## src/irq_pkg.sv

```systemverilog
// shared constants for the interrupt acknowledge block
package irq_pkg;
  localparam int ADDR_W = 18;
  localparam int N_PIN = 4;
  localparam int N_PIN_B = 2;
  localparam int N_LVL = 6;
  localparam int PM_HALF = 7;
  localparam int CFG_W = 6;
  // register indices; byte address is four times the index
  localparam logic [15:0] XB1_IDX = 16'h7074;
  localparam logic [15:0] XB2_IDX = 16'h7076;
  localparam logic [15:0] XC1_IDX = 16'h7078;
  localparam logic [15:0] XC2_IDX = 16'h707a;
  localparam logic [15:0] PM1_IDX = 16'h707c;
  localparam logic [15:0] PM2_IDX = 16'h707e;
  localparam logic [15:0] IFR_IDX = 16'h7080;
  localparam logic [15:0] IMR_IDX = 16'h7081;
  localparam logic [15:0] CTL_IDX = 16'h7082;
  localparam logic [15:0] IDX_STEP = 16'h0002;
  // pin control fields
  localparam int FLAG_B = 15;
  localparam int NMI_B = 5;
  localparam int DIR_B = 4;
  localparam int DOUT_B = 3;
  localparam int POL_B = 2;
  localparam int PRI_B = 1;
  localparam int EN_B = 0;
  localparam logic [CFG_W-1:0] CFG_MASK_B = 6'h3f;
  localparam logic [CFG_W-1:0] CFG_MASK_C = 6'h1f;
  localparam logic [CFG_W-1:0] CFG_RST = 6'h00;
  // power irq fields
  localparam int PM_STS_LSB = 8;
  localparam int PM_EN_B = 7;
  // control register fields
  localparam int CTL_GLOBAL_IRQ_MASK_BIT_B = 0;
  localparam int CTL_DIV4_B = 1;
  // timing in core clocks / peripheral ticks
  localparam int RESP_CYC = 4;
  localparam int BRANCH_CYC = 4;
  localparam int EXT_SYNC_TICKS = 2;
  localparam logic [1:0] DIV2_LAST = 2'h1;
  localparam logic [1:0] DIV4_LAST = 2'h3;
  // acknowledge vector codes
  localparam logic [3:0] VEC_RST = 4'h0;
  localparam logic [3:0] VEC_LVL0 = 4'h1;
  localparam logic [3:0] VEC_NMI = 4'h7;
  localparam logic [3:0] VEC_TRAP = 4'h9;
endpackage : irq_pkg

```

## src/pin_sync.sv

```systemverilog
// three-stage pin synchroniser with agreed-level edge detection
`timescale 1ns/1ps
module pin_sync (
  input wire logic pclk,
  input wire logic presetn,
  input wire logic pin,
  output logic level,
  output logic rise,
  output logic fall
);
  logic s1_ff, s2_ff, s3_ff, level_ff, rise_ff, fall_ff;
  logic agree;

  assign agree = s2_ff == s3_ff;

  always_ff @(posedge pclk or negedge presetn) begin
    if (!presetn) begin
      s1_ff <= 1'b0;
      s2_ff <= 1'b0;
      s3_ff <= 1'b0;
    end else begin
      s1_ff <= pin;
      s2_ff <= s1_ff;
      s3_ff <= s2_ff;
    end
  end

  always_ff @(posedge pclk or negedge presetn) begin
    if (!presetn) begin
      level_ff <= 1'b0;
      rise_ff <= 1'b0;
      fall_ff <= 1'b0;
    end else begin
      if (agree) begin
        level_ff <= s3_ff;
      end
      rise_ff <= agree & s3_ff & ~level_ff;
      fall_ff <= agree & ~s3_ff & level_ff;
    end
  end

  assign level = level_ff;
  assign rise = rise_ff;
  assign fall = fall_ff;
endmodule : pin_sync

```

## src/irq_ack_core.sv

```systemverilog
// cpu interrupt recognition and acknowledge with external and power irq control registers
// How it works
// - peripheral requests reach the flag register within one peripheral-bus tick
// - external pin requests wait two peripheral-bus ticks after synchronising
// - event manager requests reach the flag register two core clocks after the request
// - acknowledge to vector fetch takes four core clocks
// - maskable requests stay blocked by global mask; nonmaskable still taken
// - when blocking ends the highest pending request wins
// - repeat loop blocks all interrupts except hard reset
// - hard reset is never held off; nonmaskable may be
// - no interrupt between unmask instruction and the next instruction
// - after return, block until one instruction has executed
// - wait states stretch blocking and the vector fetch
// - pin flag always sets; flag register only if source enabled
// - maskable acknowledge needs global mask clear and mask bit set
// - maskable acknowledge clears flag bit, sets global mask
// - acknowledge other than hard reset pushes pc plus one; return pops it
// - nonmaskable requests acknowledged without testing masks
// - software irq leaves its flag register bit set
// - global mask set for all nonmaskable kinds except trap
// - external pins with programmable polarity and priority
// - two power irq registers with status, enables, flag and enable
// - vector branch phase lasts at least four cycles
// - polarity bit 0 falling edge, 1 rising edge
// - pin flag sets on every selected edge; an edge with enable or nonmaskable set requests, or restarts a pending wait
// - clearing a pin flag cancels its pending request
// - priority 0 high, 1 low; ignored with nonmaskable selection
//
// Added by the designer: register access over APB.
`timescale 1ns/1ps
module irq_ack_core #(
  parameter int HI_LVL = 0,
  parameter int LO_LVL = 1,
  parameter int PM_LVL = 2
) (
  input wire logic pclk,
  input wire logic presetn,
  input wire logic [irq_pkg::ADDR_W-1:0] paddr,
  input wire logic psel,
  input wire logic penable,
  input wire logic pwrite,
  input wire logic [31:0] pwdata,
  output logic [31:0] prdata,
  output logic pready,
  output logic pslverr,
  input wire logic [irq_pkg::N_PIN-1:0] ext_pin_in,
  output logic [irq_pkg::N_PIN-1:0] ext_pin_out,
  output logic [irq_pkg::N_PIN-1:0] ext_pin_oe,
  input wire logic [irq_pkg::N_LVL-1:0] periph_irq,
  input wire logic [irq_pkg::N_LVL-1:0] evm_irq,
  input wire logic [2*irq_pkg::PM_HALF-1:0] pm_src,
  input wire logic hard_reset_req,
  input wire logic nmi_instr_req,
  input wire logic swi_req,
  input wire logic [2:0] swi_level,
  input wire logic trap_req,
  input wire logic rpt_active,
  input wire logic multicycle_busy,
  input wire logic mem_ready,
  input wire logic instr_done,
  input wire logic clear_control_bit_instruction_global_irq_mask_bit_exec,
  input wire logic ret_exec,
  input wire logic [15:0] pc,
  output logic irq_ack,
  output logic ack_maskable,
  output logic [3:0] ack_vector,
  output logic pipe_flush,
  output logic vec_fetch,
  output logic isr_enter,
  output logic stack_push,
  output logic [15:0] push_addr,
  output logic stack_pop,
  output logic global_irq_mask_bit
);
  import irq_pkg::*;

  typedef enum logic [1:0] {st_run, st_resp, st_vec} cpu_state_t;

  localparam logic [2:0] RESP_LAST = 3'(RESP_CYC - 1);
  localparam logic [2:0] BR_LAST = 3'(BRANCH_CYC - 1);
  localparam logic [1:0] EXT_LAST = 2'(EXT_SYNC_TICKS - 1);

  cpu_state_t state_ff;
  logic [2:0] cnt_ff;
  logic [1:0] div_cnt_ff;
  logic div4_ff, global_irq_mask_bit_ff, nxt_global_irq_mask_bit, sys_tick;
  logic [N_LVL-1:0] ifr_ff, imr_ff, int_pend_ff, evm_d_ff;
  logic [N_LVL-1:0] int_req, ifr_set, ifr_clr, ext_lvl_set, pend_mask;
  logic [2:0] sel_lvl, swi_lvl_ff;
  logic nmi_pend_ff, swi_pend_ff, trap_pend_ff, clear_control_bit_instruction_hold_ff, ret_hold_ff;
  logic ext_nmi, blocked, take_rst, take_nmi, take_swi, take_trap, take_mask, take_any;
  logic ack_ff, ackm_ff, flush_ff, fetch_ff, enter_ff, push_ff, pop_ff;
  logic [3:0] vec_ff;
  logic [15:0] push_addr_ff, widx, rd_val;
  logic [31:0] rdata_ff;
  logic wr_en, hit;
  logic [N_PIN-1:0] pin_lvl, pin_rise, pin_fall, pin_flag, pin_fwd;
  logic [N_PIN-1:0][CFG_W-1:0] pin_cfg;
  logic [1:0] pm_req;
  logic [1:0][15:0] pm_rd;

  // peripheral-bus tick, core clock divided by two or four
  assign sys_tick = div_cnt_ff == (div4_ff ? DIV4_LAST : DIV2_LAST);

  always_ff @(posedge pclk or negedge presetn) begin
    if (!presetn) begin
      div_cnt_ff <= 2'h0;
    end else if (sys_tick) begin
      div_cnt_ff <= 2'h0;
    end else begin
      div_cnt_ff <= div_cnt_ff + 2'h1;
    end
  end

  // apb slave, zero wait states
  assign widx = paddr[ADDR_W-1:2];
  assign wr_en = psel & penable & pwrite;
  assign pready = 1'b1;
  assign pslverr = psel & penable & ~hit;
  assign prdata = rdata_ff;

  // external pins
  for (genvar i = 0; i < N_PIN; i++) begin : g_pin
    localparam logic [15:0] MY_IDX = XB1_IDX + 16'(i * 2);
    localparam logic [CFG_W-1:0] WMASK = (i < N_PIN_B) ? CFG_MASK_B : CFG_MASK_C;
    logic [CFG_W-1:0] cfg_ff;
    logic flag_ff, pend_ff, wr_me, clr_flag, edge_sel;
    logic [1:0] pcnt_ff;

    pin_sync u_sync (
      .pclk(pclk),
      .presetn(presetn),
      .pin(ext_pin_in[i]),
      .level(pin_lvl[i]),
      .rise(pin_rise[i]),
      .fall(pin_fall[i])
    );

    assign wr_me = wr_en && (widx == MY_IDX);
    assign clr_flag = wr_me & pwdata[FLAG_B];
    assign edge_sel = cfg_ff[POL_B] ? pin_rise[i] : pin_fall[i];

    always_ff @(posedge pclk or negedge presetn) begin
      if (!presetn) begin
        cfg_ff <= CFG_RST;
      end else if (wr_me) begin
        cfg_ff <= pwdata[CFG_W-1:0] & WMASK;
      end
    end

    // edge wins over a clearing write in the same cycle
    always_ff @(posedge pclk or negedge presetn) begin
      if (!presetn) begin
        flag_ff <= 1'b0;
      end else if (edge_sel) begin
        flag_ff <= 1'b1;
      end else if (clr_flag) begin
        flag_ff <= 1'b0;
      end
    end

    always_ff @(posedge pclk or negedge presetn) begin
      if (!presetn) begin
        pend_ff <= 1'b0;
        pcnt_ff <= 2'h0;
      end else if (edge_sel && (cfg_ff[EN_B] || cfg_ff[NMI_B])) begin
        pend_ff <= 1'b1;
        pcnt_ff <= 2'h0;
      end else if (clr_flag) begin
        pend_ff <= 1'b0;
      end else if (pend_ff && sys_tick) begin
        if (pcnt_ff == EXT_LAST) begin
          pend_ff <= 1'b0;
        end
        pcnt_ff <= pcnt_ff + 2'h1;
      end
    end

    assign pin_fwd[i] = pend_ff & sys_tick & (pcnt_ff == EXT_LAST);
    assign pin_cfg[i] = cfg_ff;
    assign pin_flag[i] = flag_ff;
    assign ext_pin_oe[i] = cfg_ff[DIR_B] & ~cfg_ff[EN_B] & ~cfg_ff[NMI_B];
    assign ext_pin_out[i] = cfg_ff[DOUT_B];
  end

  always_comb begin
    ext_lvl_set = '0;
    ext_nmi = 1'b0;
    for (int i = 0; i < N_PIN; i++) begin
      if (pin_fwd[i]) begin
        if (pin_cfg[i][NMI_B]) begin
          ext_nmi = 1'b1;
        end else if (pin_cfg[i][EN_B]) begin
          if (pin_cfg[i][PRI_B]) begin
            ext_lvl_set[LO_LVL] = 1'b1;
          end else begin
            ext_lvl_set[HI_LVL] = 1'b1;
          end
        end
      end
    end
  end

  // power irq registers: half 0 holds sources 13..7, half 1 sources 6..0
  for (genvar h = 0; h < 2; h++) begin : g_pm
    localparam int LSB = (1 - h) * PM_HALF;
    localparam logic [15:0] MY_IDX = PM1_IDX + 16'(h * 2);
    logic [PM_HALF-1:0] sts_ff, en_ff, src_hit;
    logic flag_ff, ren_ff, wr_me;

    assign wr_me = wr_en && (widx == MY_IDX);
    assign src_hit = pm_src[LSB+:PM_HALF] & en_ff;

    always_ff @(posedge pclk or negedge presetn) begin
      if (!presetn) begin
        sts_ff <= '0;
      end else begin
        sts_ff <= (sts_ff & ~(wr_me ? pwdata[PM_STS_LSB+:PM_HALF] : '0)) | pm_src[LSB+:PM_HALF];
      end
    end

    always_ff @(posedge pclk or negedge presetn) begin
      if (!presetn) begin
        en_ff <= '0;
        ren_ff <= 1'b0;
      end else if (wr_me) begin
        en_ff <= pwdata[PM_HALF-1:0];
        ren_ff <= pwdata[PM_EN_B];
      end
    end

    always_ff @(posedge pclk or negedge presetn) begin
      if (!presetn) begin
        flag_ff <= 1'b0;
      end else if (|src_hit) begin
        flag_ff <= 1'b1;
      end else if (wr_me && pwdata[FLAG_B]) begin
        flag_ff <= 1'b0;
      end
    end

    assign pm_req[h] = ren_ff & (|src_hit);
    assign pm_rd[h] = {flag_ff, sts_ff, ren_ff, en_ff};
  end

  // internal requests held until the next peripheral-bus tick
  always_comb begin
    int_req = periph_irq;
    int_req[PM_LVL] = periph_irq[PM_LVL] | (|pm_req);
  end

  always_ff @(posedge pclk or negedge presetn) begin
    if (!presetn) begin
      int_pend_ff <= '0;
      evm_d_ff <= '0;
    end else begin
      int_pend_ff <= sys_tick ? '0 : (int_pend_ff | int_req);
      evm_d_ff <= evm_irq;
    end
  end

  // flag register: hardware sets win over clears
  always_comb begin
    ifr_set = ext_lvl_set | evm_d_ff | (sys_tick ? (int_pend_ff | int_req) : '0);
    ifr_clr = (wr_en && widx == IFR_IDX) ? pwdata[N_LVL-1:0] : '0;
    if (take_mask) begin
      ifr_clr[sel_lvl] = 1'b1;
    end
  end

  always_ff @(posedge pclk or negedge presetn) begin
    if (!presetn) begin
      ifr_ff <= '0;
    end else begin
      ifr_ff <= (ifr_ff & ~ifr_clr) | ifr_set;
    end
  end

  always_ff @(posedge pclk or negedge presetn) begin
    if (!presetn) begin
      imr_ff <= '0;
      div4_ff <= 1'b0;
    end else begin
      if (wr_en && widx == IMR_IDX) begin
        imr_ff <= pwdata[N_LVL-1:0];
      end
      if (wr_en && widx == CTL_IDX) begin
        div4_ff <= pwdata[CTL_DIV4_B];
      end
    end
  end

  // lowest level number is highest priority
  assign pend_mask = ifr_ff & imr_ff;

  always_comb begin
    sel_lvl = 3'h0;
    for (int k = N_LVL - 1; k >= 0; k--) begin
      if (pend_mask[k]) begin
        sel_lvl = 3'(k);
      end
    end
  end

  // the unmask and return instructions block in their own cycle too
  assign blocked = rpt_active | multicycle_busy | ~mem_ready | clear_control_bit_instruction_global_irq_mask_bit_exec | ret_exec
    | clear_control_bit_instruction_hold_ff | ret_hold_ff | (state_ff != st_run);
  assign take_rst = hard_reset_req;
  assign take_nmi = ~take_rst & ~blocked & nmi_pend_ff;
  assign take_swi = ~take_rst & ~blocked & ~nmi_pend_ff & swi_pend_ff;
  assign take_trap = ~take_rst & ~blocked & ~nmi_pend_ff & ~swi_pend_ff & trap_pend_ff;
  assign take_mask = ~take_rst & ~blocked & ~nmi_pend_ff & ~swi_pend_ff & ~trap_pend_ff
    & ~global_irq_mask_bit_ff & (|pend_mask);
  assign take_any = take_rst | take_nmi | take_swi | take_trap | take_mask;

  always_ff @(posedge pclk or negedge presetn) begin
    if (!presetn) begin
      nmi_pend_ff <= 1'b0;
      swi_pend_ff <= 1'b0;
      swi_lvl_ff <= 3'h0;
      trap_pend_ff <= 1'b0;
    end else begin
      nmi_pend_ff <= ext_nmi | nmi_instr_req | (nmi_pend_ff & ~take_nmi);
      swi_pend_ff <= swi_req | (swi_pend_ff & ~take_swi);
      trap_pend_ff <= trap_req | (trap_pend_ff & ~take_trap);
      if (swi_req) begin
        swi_lvl_ff <= swi_level;
      end
    end
  end

  always_ff @(posedge pclk or negedge presetn) begin
    if (!presetn) begin
      clear_control_bit_instruction_hold_ff <= 1'b0;
      ret_hold_ff <= 1'b0;
    end else begin
      clear_control_bit_instruction_hold_ff <= clear_control_bit_instruction_global_irq_mask_bit_exec | (clear_control_bit_instruction_hold_ff & ~instr_done);
      ret_hold_ff <= ret_exec | (ret_hold_ff & ~instr_done);
    end
  end

  always_comb begin
    nxt_global_irq_mask_bit = global_irq_mask_bit_ff;
    if (wr_en && widx == CTL_IDX) begin
      nxt_global_irq_mask_bit = pwdata[CTL_GLOBAL_IRQ_MASK_BIT_B];
    end
    if (take_any && !take_trap) begin
      nxt_global_irq_mask_bit = 1'b1;
    end
  end

  always_ff @(posedge pclk or negedge presetn) begin
    if (!presetn) begin
      global_irq_mask_bit_ff <= 1'b1;
    end else begin
      global_irq_mask_bit_ff <= nxt_global_irq_mask_bit;
    end
  end

  // acknowledge, flush, vector fetch, branch
  always_ff @(posedge pclk or negedge presetn) begin
    if (!presetn) begin
      state_ff <= st_run;
      cnt_ff <= 3'h0;
    end else if (take_any) begin
      state_ff <= st_resp;
      cnt_ff <= 3'h0;
    end else begin
      unique case (state_ff)
        st_run: cnt_ff <= 3'h0;
        st_resp: begin
          cnt_ff <= (cnt_ff == RESP_LAST) ? 3'h0 : cnt_ff + 3'h1;
          if (cnt_ff == RESP_LAST) begin
            state_ff <= st_vec;
          end
        end
        st_vec: begin
          if (mem_ready) begin
            cnt_ff <= cnt_ff + 3'h1;
            if (cnt_ff == BR_LAST) begin
              state_ff <= st_run;
            end
          end
        end
      endcase
    end
  end

  always_ff @(posedge pclk or negedge presetn) begin
    if (!presetn) begin
      ack_ff <= 1'b0;
      ackm_ff <= 1'b0;
      vec_ff <= VEC_RST;
      flush_ff <= 1'b0;
      fetch_ff <= 1'b0;
      enter_ff <= 1'b0;
    end else begin
      ack_ff <= take_any;
      ackm_ff <= take_mask;
      flush_ff <= take_any;
      fetch_ff <= ~take_any & (state_ff == st_resp) & (cnt_ff == RESP_LAST);
      enter_ff <= ~take_any & (state_ff == st_vec) & mem_ready & (cnt_ff == BR_LAST);
      if (take_any) begin
        vec_ff <= take_rst ? VEC_RST : take_nmi ? VEC_NMI : take_trap ? VEC_TRAP
          : VEC_LVL0 + {1'b0, take_swi ? swi_lvl_ff : sel_lvl};
      end
    end
  end

  always_ff @(posedge pclk or negedge presetn) begin
    if (!presetn) begin
      push_ff <= 1'b0;
      push_addr_ff <= 16'h0000;
      pop_ff <= 1'b0;
    end else begin
      push_ff <= take_any & ~take_rst;
      pop_ff <= ret_exec;
      if (take_any) begin
        push_addr_ff <= pc + 16'h0001;
      end
    end
  end

  // register readback, latched in the setup phase
  always_comb begin
    hit = 1'b1;
    rd_val = 16'h0000;
    unique case (widx)
      XB1_IDX, XB2_IDX, XC1_IDX, XC2_IDX: begin
        for (int i = 0; i < N_PIN; i++) begin
          if (widx == XB1_IDX + 16'(i * 2)) begin
            rd_val = {pin_flag[i], 8'h00, pin_lvl[i], pin_cfg[i]};
          end
        end
      end
      PM1_IDX: rd_val = pm_rd[0];
      PM2_IDX: rd_val = pm_rd[1];
      IFR_IDX: rd_val = {10'h000, ifr_ff};
      IMR_IDX: rd_val = {10'h000, imr_ff};
      CTL_IDX: rd_val = {14'h0000, div4_ff, global_irq_mask_bit_ff};
      default: hit = 1'b0;
    endcase
  end

  always_ff @(posedge pclk or negedge presetn) begin
    if (!presetn) begin
      rdata_ff <= 32'h0000_0000;
    end else if (psel && !penable) begin
      rdata_ff <= {16'h0000, rd_val};
    end
  end

  assign irq_ack = ack_ff;
  assign ack_maskable = ackm_ff;
  assign ack_vector = vec_ff;
  assign pipe_flush = flush_ff;
  assign vec_fetch = fetch_ff;
  assign isr_enter = enter_ff;
  assign stack_push = push_ff;
  assign push_addr = push_addr_ff;
  assign stack_pop = pop_ff;
  assign global_irq_mask_bit = global_irq_mask_bit_ff;

  property p_resp_len;
    @(posedge pclk) disable iff (!presetn)
    (irq_ack && !hard_reset_req) ##1 (!hard_reset_req) [*3] |=> vec_fetch;
  endproperty
  a_resp_len: assert property (p_resp_len) else $error("vector fetch not four cycles after ack");

  property p_mask_ok;
    @(posedge pclk) disable iff (!presetn)
    ack_maskable |-> !$past(global_irq_mask_bit) && global_irq_mask_bit;
  endproperty
  a_mask_ok: assert property (p_mask_ok) else $error("maskable ack with global mask set");

  property p_global_irq_mask_bit_set;
    @(posedge pclk) disable iff (!presetn)
    irq_ack && ack_vector != VEC_TRAP |-> global_irq_mask_bit;
  endproperty
  a_global_irq_mask_bit_set: assert property (p_global_irq_mask_bit_set) else $error("global mask not set on ack");

  property p_rpt_block;
    @(posedge pclk) disable iff (!presetn)
    rpt_active && !hard_reset_req |=> !irq_ack;
  endproperty
  a_rpt_block: assert property (p_rpt_block) else $error("ack during repeat loop");

  property p_rst_now;
    @(posedge pclk) disable iff (!presetn)
    hard_reset_req |=> irq_ack && ack_vector == VEC_RST;
  endproperty
  a_rst_now: assert property (p_rst_now) else $error("hard reset not taken at once");

  property p_push;
    @(posedge pclk) disable iff (!presetn)
    take_any && !take_rst |=> stack_push && push_addr == 16'($past(pc) + 16'h0001);
  endproperty
  a_push: assert property (p_push) else $error("return address not pushed");

  property p_ret_hold;
    @(posedge pclk) disable iff (!presetn)
    (ret_exec || ret_hold_ff || clear_control_bit_instruction_global_irq_mask_bit_exec || clear_control_bit_instruction_hold_ff) && !hard_reset_req |=> !irq_ack;
  endproperty
  a_ret_hold: assert property (p_ret_hold) else $error("ack inside return or unmask window");

  property p_evm;
    @(posedge pclk) disable iff (!presetn)
    evm_irq[0] |-> ##2 ifr_ff[0];
  endproperty
  a_evm: assert property (p_evm) else $error("event manager request late");

  property p_periph;
    @(posedge pclk) disable iff (!presetn)
    periph_irq[HI_LVL] |-> ##[1:4] ifr_ff[HI_LVL];
  endproperty
  a_periph: assert property (p_periph) else $error("peripheral request not forwarded");
endmodule : irq_ack_core

```

## config.mk

```make
export PLATFORM = sky130hd
export DESIGN_NAME = irq_ack_core
export DESIGN_NICKNAME = d
export VERILOG_FILES = /design/src/irq_pkg.sv /design/src/pin_sync.sv /design/src/irq_ack_core.sv
export SDC_FILE = /design/constraint.sdc
export NUM_CORES = 1
export LEC_CHECK = 0
export BUFFER_PORTS_ARGS = -buffer_cell sky130_fd_sc_hd__clkbuf_2
export CAP_MARGIN = 30
export CELL_PAD_IN_SITES_DETAIL_PLACEMENT = 0
export CELL_PAD_IN_SITES_GLOBAL_PLACEMENT = 1
export CORE_MARGIN = 2
export CORE_UTILIZATION = 43
export DETAILED_ROUTE_END_ITERATION = 10
export GPL_TIMING_DRIVEN = 0
export PLACE_DENSITY = 0.87
export SLEW_MARGIN = 20
export SYNTH_ARGS = -nofsm -noshare
export SYNTH_HDL_FRONTEND = slang
export SYNTH_SLANG_ARGS = --single-unit
```

## constraint.sdc

```tcl
create_clock -name pclk -period 2.6 [get_ports pclk]
set_input_delay 0.39 -clock pclk [delete_from_list [all_inputs] [get_ports pclk]]
set_output_delay 0.39 -clock pclk [all_outputs]
set_load 0.02 [all_outputs]
```

# After elaboration in Yosys (flattened, before gate mapping)
# Index checks and enable logic that the tools add are counted.
# totals
ff_bits	177
# classes
n_addsub	8
order_cmp	2
n_eq_ne	28
muxes	103
n_bitwise	120
n_reduce_logical	63
# ops
operator	n
equality test 16 x 15 -> 1 bit (second input constant)	9
one-hot mux 16 bit (6 select lines)	1
2-to-1 mux 16 bit	4
AND 1 bit	59
2-to-1 mux 2 bit	28
2-to-1 mux 1 bit	48
2-to-1 mux 3 bit	10
AND 7 bit	4
NOT 1 bit	27
nonzero test 3 bit	9
2-to-1 mux 6 bit	4
OR 6 bit	4
nonzero test 2 bit	12
logical AND 1 bit	22
OR 1 bit	18
adder 16 x 1 -> 16 bit (second input constant)	1
AND reduction 2 bit	8
2-to-1 mux 7 bit	2
NOT 7 bit	2
OR 7 bit	2
OR reduction 7 bit	2
AND 6 bit	2
2-to-1 mux 4 bit	3
adder 2 x 1 -> 2 bit (second input constant)	5
24 further kinds	38

# Longest topological paths before layout
# logic_depth
ltp_word	19
ltp_mapped	11
depth_no_buf	11

# Hierarchy
# From an unflattened synthesis, not the netlist that was laid out.
# unflattened
cells_unflattened	796
area_unflattened_um2	8470.6
# modules_own_cells
module	n_inst	cells_each	area_each_um2	seq_area_each_um2
irq_ack_core	1	744	7629.8	3829.9
pin_sync	4	13	210.2	150.1

# Least setup slack after synthesis
# No wires, ideal clock.
# synth_path
kind	input -> register
start	input paddr[11] (netlist name)
end	register g_pm[1].en_ff[4]
t_arrival_ns	2.099
slack_ns	0.377
cell_stages	6
path_cell_list	or4_4 nor4_4 and2_1 buf_4 buf_4 mux2_2
# synth_between
elab_chain_len	2
# synth_rtl
item	line_no	text
start, declared	irq_ack_core.sv:38	input wire logic [irq_pkg::ADDR_W-1:0] paddr,
equality test 16 x 15 -> 1 bit	irq_ack_core.sv:211	assign wr_me = wr_en && (widx == MY_IDX);
logical AND 1 bit	irq_ack_core.sv:211	
end signal, assigned	irq_ack_core.sv:227	en_ff <= pwdata[PM_HALF-1:0];
end, declared	irq_ack_core.sv:208	logic [PM_HALF-1:0] sts_ff, en_ff, src_hit;
# Every way passes these cells.
# A chain may end at the register's enable or synchronous reset.

# Final worst setup path
# layout_path
start	register state_ff[0]
end	register push_addr_ff[10], in the netlist push_addr[10]
# layout_between
elab_chain_len	10
elab_cells_between_ends	16
classes_between	15 x bitwise; 1 x reduce/logical
# layout_rtl
item	line_no	text
start, declared	irq_ack_core.sv:83	cpu_state_t state_ff;
start signal, assigned	irq_ack_core.sv:363	state_ff <= st_run;
start signal, assigned	irq_ack_core.sv:366	state_ff <= st_resp;
start signal, assigned	irq_ack_core.sv:374	state_ff <= st_vec;
nonzero test 2 bit *	irq_ack_core.sv:307	| clear_control_bit_instruction_hold_ff | ret_hold_ff | (state_ff != st_run);
OR 1 bit *	irq_ack_core.sv:307	
NOT 1 bit *	n/a	
AND 1 bit *	n/a	
AND 1 bit	irq_ack_core.sv:310, irq_ack_core.sv:311, irq_ack_core.sv:312	
AND 1 bit	irq_ack_core.sv:311, irq_ack_core.sv:312	
AND 1 bit	irq_ack_core.sv:312	assign take_mask = ~take_rst & ~blocked & ~nmi_pend_ff & ~swi_pend_ff & ~trap_pend_ff
AND 1 bit (2 in series)	irq_ack_core.sv:313	& ~global_irq_mask_bit_ff & (|pend_mask);
OR 1 bit *	irq_ack_core.sv:314	assign take_any = take_rst | take_nmi | take_swi | take_trap | take_mask;
named net take_any	irq_ack_core.sv:91	logic ext_nmi, blocked, take_rst, take_nmi, take_swi, take_trap, take_mask, take_any;
end signal, assigned	irq_ack_core.sv:419	push_addr_ff <= pc + 16'h0001;
end, declared	irq_ack_core.sv:94	logic [15:0] push_addr_ff, widx, rd_val;
# The timed path passes the listed nets; every way through them passes the cells marked *.

==> run summary <==
CP required: 2.92 ns
Post-DR wirelength/cell: 17.6 microns
Reg2Reg Capture Point: push_addr[10]$_DFFE_PN0P_
Core area: 0.0195 sq mm
Largest net degree at the start of global routing: 90
DRC: 0
Area grow syn2layout: 20.7%
GP Congestion: 0.906
RSZ-0062 raised after global routing: yes
Routed WL: 22000 microns
Synth top area cells: dfrtp_1 (52%), mux2_2 (7.4%), nand2_1 (4.2%), ha_1 (2.9%), buf_4 (2.2%)
Element type at the critical path end: flop
Number of diodes: 0
Die Width: 145 microns
Vias: 6712
First-pass GRT wire length: 35700 microns
CTS Sinks: 177
Vias per cell: 5.38
Layout cell share with drive strength beyond 1: 0.287
Vias in the first global route: 6756
Post-Route Setup TNS: 0 ns
Crit Path Category: reg2reg
Initial antenna violation count: 2
I/O pin count: 184
Top-area cell type share of the netlist area: 0.515
Initial drt markers: 475
Synth Register Bits: 177
Num CTS Buffers: 17
Yosys cell types: 65
Post-synthesis instance total: 789
P_leak: 4.78 nW
Pwr dens: 594 mW/mm^2
Asr flop ratio synth: 1.00
Final min period: 2.46 ns
Synthesized area per cell: 10.8 sq um
RR Startpoint: state_ff[0]$_DFFE_PN0P_
Post-synthesis sequential area ratio: 0.518
Pins Over Slew Limit: 0
H-tree depth: 4
CP endpoint: push_addr[10]$_DFFE_PN0P_
Critical Path Slowest Stage Cell: dfrtp_1
Final setup vio count: 0
EDFF count, synth: 0
Data arrival, critical path: 2.78 ns
Max VDD drop: 477 uV
Fin nets: 1103
Ys Warns: 0
Worst slack after detailed placement: -0.117 ns
CTS tree: yes
Max cap viols: 0
CP Launch Type: flop
Starting Density: 0.439
CTS Hold Buffers Added: 0
CP max FO: 10
Crit path from: state_ff[0]$_DFFE_PN0P_
Setup bufs post-CTS: 0
Clock transition at path regs: 0.07 ns
CP delay by family, top: simple AND/OR/NAND/NOR gates
WP buf/inv: 3
Top FF cell, synth: dfrtp_1
Clock Tree Buf Depth: 2
Worst Slack Setup Final: 0.141 ns
Tcrit/Tclk final: 0.946
Status: complete, no violations
Clk_skew: 0.00927 ns
Worst path cell trace: inv_1, ha_1, and3b_1, and3_1, o21ai_1, and2_1, clkinv_1, buf_4, mux2_2
Worst path depth: 9
Clk_lat worst skew: 0.43 ns
Hold Violations, Final: 0
# rows: 51
Max Clock Freq: 407 MHz
Drt first pass iters: 5
Die height: 145 microns
Post-synth top area cell: dfrtp_1
HP Class: in2async
Max incr delay on CP: 0.38 ns
PortBufs: 146
Post-DP HPWL: 16800 microns
CTS root buffer: clkbuf_16
Die footprint: 0.0210 sq mm
Worst-margin pin slew: 0.716 ns
DRT antenna net count: 0
R2R setup slack: 0.14 ns
Worst reg2reg path depth: 9
Slew Limit Headroom: 0.522
Synth Cell Area: 0.00855 sq mm
Gr ovfl total: 0
Gr usage total: 0.215
-- cell type report --
cell class,count,area [sq um]
Inverter,31,116
Multi-Input combinational cell,549,3790
Fill cell,1776,9150
Timing Repair Buffer,147,767
Tap cell,265,332
Clock buffer,19,453
Clock inverter,13,151
Sequential cell,177,4430
Buffer,46,272
-- where the power goes --
group	total [W]	switching, W	leakage (nW)	internal, W
sequential	0.00291	0.0000613	2.14	0.00285
combinational	0.000616	0.000373	2.35	0.000243
clock	0.00260	0.00111	0.295	0.00148
total	0.00613	0.00155	4.78	0.00458
-- worst reg2reg max path, cell delays in order, from the launching register on --
cell and delay [ns]:
dfrtp_1 0.38, inv_1 0.08, ha_1 0.21, and3b_1 0.20, and3_1 0.27, o21ai_1 0.23
and2_1 0.20, clkinv_1 0.23, buf_4 0.27, mux2_2 0.28
-- stage by stage --
stage | power [W] | hold WS, ns | std cells | area (sq um) | util
6_report | 0.00613 | 0.0229 | 1247 | 10300 | 0.530
3_5_place_dp | 0.00358 | 0.336 | 1216 | 9700 | 0.498
2_1_floorplan | 0.00329 | 0.0944 | 804 | 8600 | -
5_1_grt | 0.00639 | 0.0524 | 1247 | 10300 | 0.530
3_3_place_gp | 0.00356 | 0.333 | 1215 | 9660 | 0.497
4_1_cts | 0.00618 | 0.0419 | 1248 | 10300 | 0.529
-- state kept, by name, summed over array words and instances (netlist names), 6 cells and up --
name and cells:
g_pin.cfg_ff 22, prdata 16, push_addr 16, g_pm.en_ff 14, g_pm.sts_ff 14, g_pin.pcnt_ff 8
evm_d_ff 6, ifr_ff 6, imr_ff 6, int_pend_ff 6
-- layer usage --
| metal | vias up | global-route usage | part of all wire |
|---|---|---|---|
| met4 | 2 | 0.0847 | 0.029 |
| met3 | 44 | 0.0475 | 0.060 |
| met2 | 222 | 0.351 | 0.48 |
| met1 | 3269 | 0.281 | 0.43 |
| met5 | - | 0 | 0.00059 |
| li1 | 3175 | - | - |
-- repair_timing --
item | in CTS | in global routing
setup endpoints to repair | 0 | 6
resized for setup | 0 | 2
endpoints found under the hold margin | 0 | 0
-- how the worst min path moves through the flow --
stage / to / cells after the start
CTS: prdata[14]$_DFFE_PN0P_ / 1
global route: g_pin[1].u_sync.s1_ff$_DFF_PN0_ / 1
detailed placement: g_pin[0].u_sync.s2_ff$_DFF_PN0_ / 0
global placement: g_pin[3].u_sync.s2_ff$_DFF_PN0_ / 0
floorplan: ack_maskable$_DFF_PN0_ / 0
finish: prdata[14]$_DFFE_PN0P_ / 1
-- cells in the final DEF, fill, tap and decap left out, types with 5 or more instances in the layout --
cell,synthesis,routed
a31oi_1,5,5
xnor2_1,17,17
a222oi_1,6,6
buf_4,25,25
a21oi_1,12,12
a31o_2,5,5
nor2b_1,15,15
and4_1,5,5
clkbuf_16,0,17
nor3b_1,6,5
and2_1,12,12
and3_1,14,14
mux2_2,56,56
clkinv_4,0,5
mux2i_1,15,15
nand4_1,15,15
ha_1,20,20
nor3_1,9,9
nand3_1,28,27
dfrtp_1,176,176
o21ai_0,29,29
conb_1,2,17
a211oi_1,5,5
a21o_1,21,21
clkbuf_2,1,146
a221oi_1,8,8
nor2_1,44,44
inv_1,30,30
clkbuf_1,17,16
nand2_1,96,96
a22oi_1,22,22
nand2b_1,5,5
a32oi_1,7,7
-- synth_stat cells (20+ instances only) --
cell	n
a21o_1	21
a22oi_1	22
buf_4	25
dfrtp_1	176
ha_1	20
inv_1	30
mux2_2	56
nand2_1	96
nand3_1	28
nor2_1	44
o21ai_0	29
-- kinds of logic (layout without fill, tap and decap cells) --
| logic type | count (synthesis) | in the layout | share of synthesized area |
|---|---|---|---|
| and+or+nand+nor | 277 | 277 | 0.173 |
| DFF | 177 | 177 | 0.518 |
| AOI/OAI and AO/OA | 144 | 144 | 0.121 |
| buffers and inverters | 78 | 256 | 0.0458 |
| muxes | 71 | 71 | 0.0914 |
| adders and majority gates | 20 | 20 | 0.0293 |
| xor gates and xnor gates | 20 | 20 | 0.0205 |
| other | 2 | 17 | 0.000879 |
No activity file was read; power rests on OpenSTA's default activity.
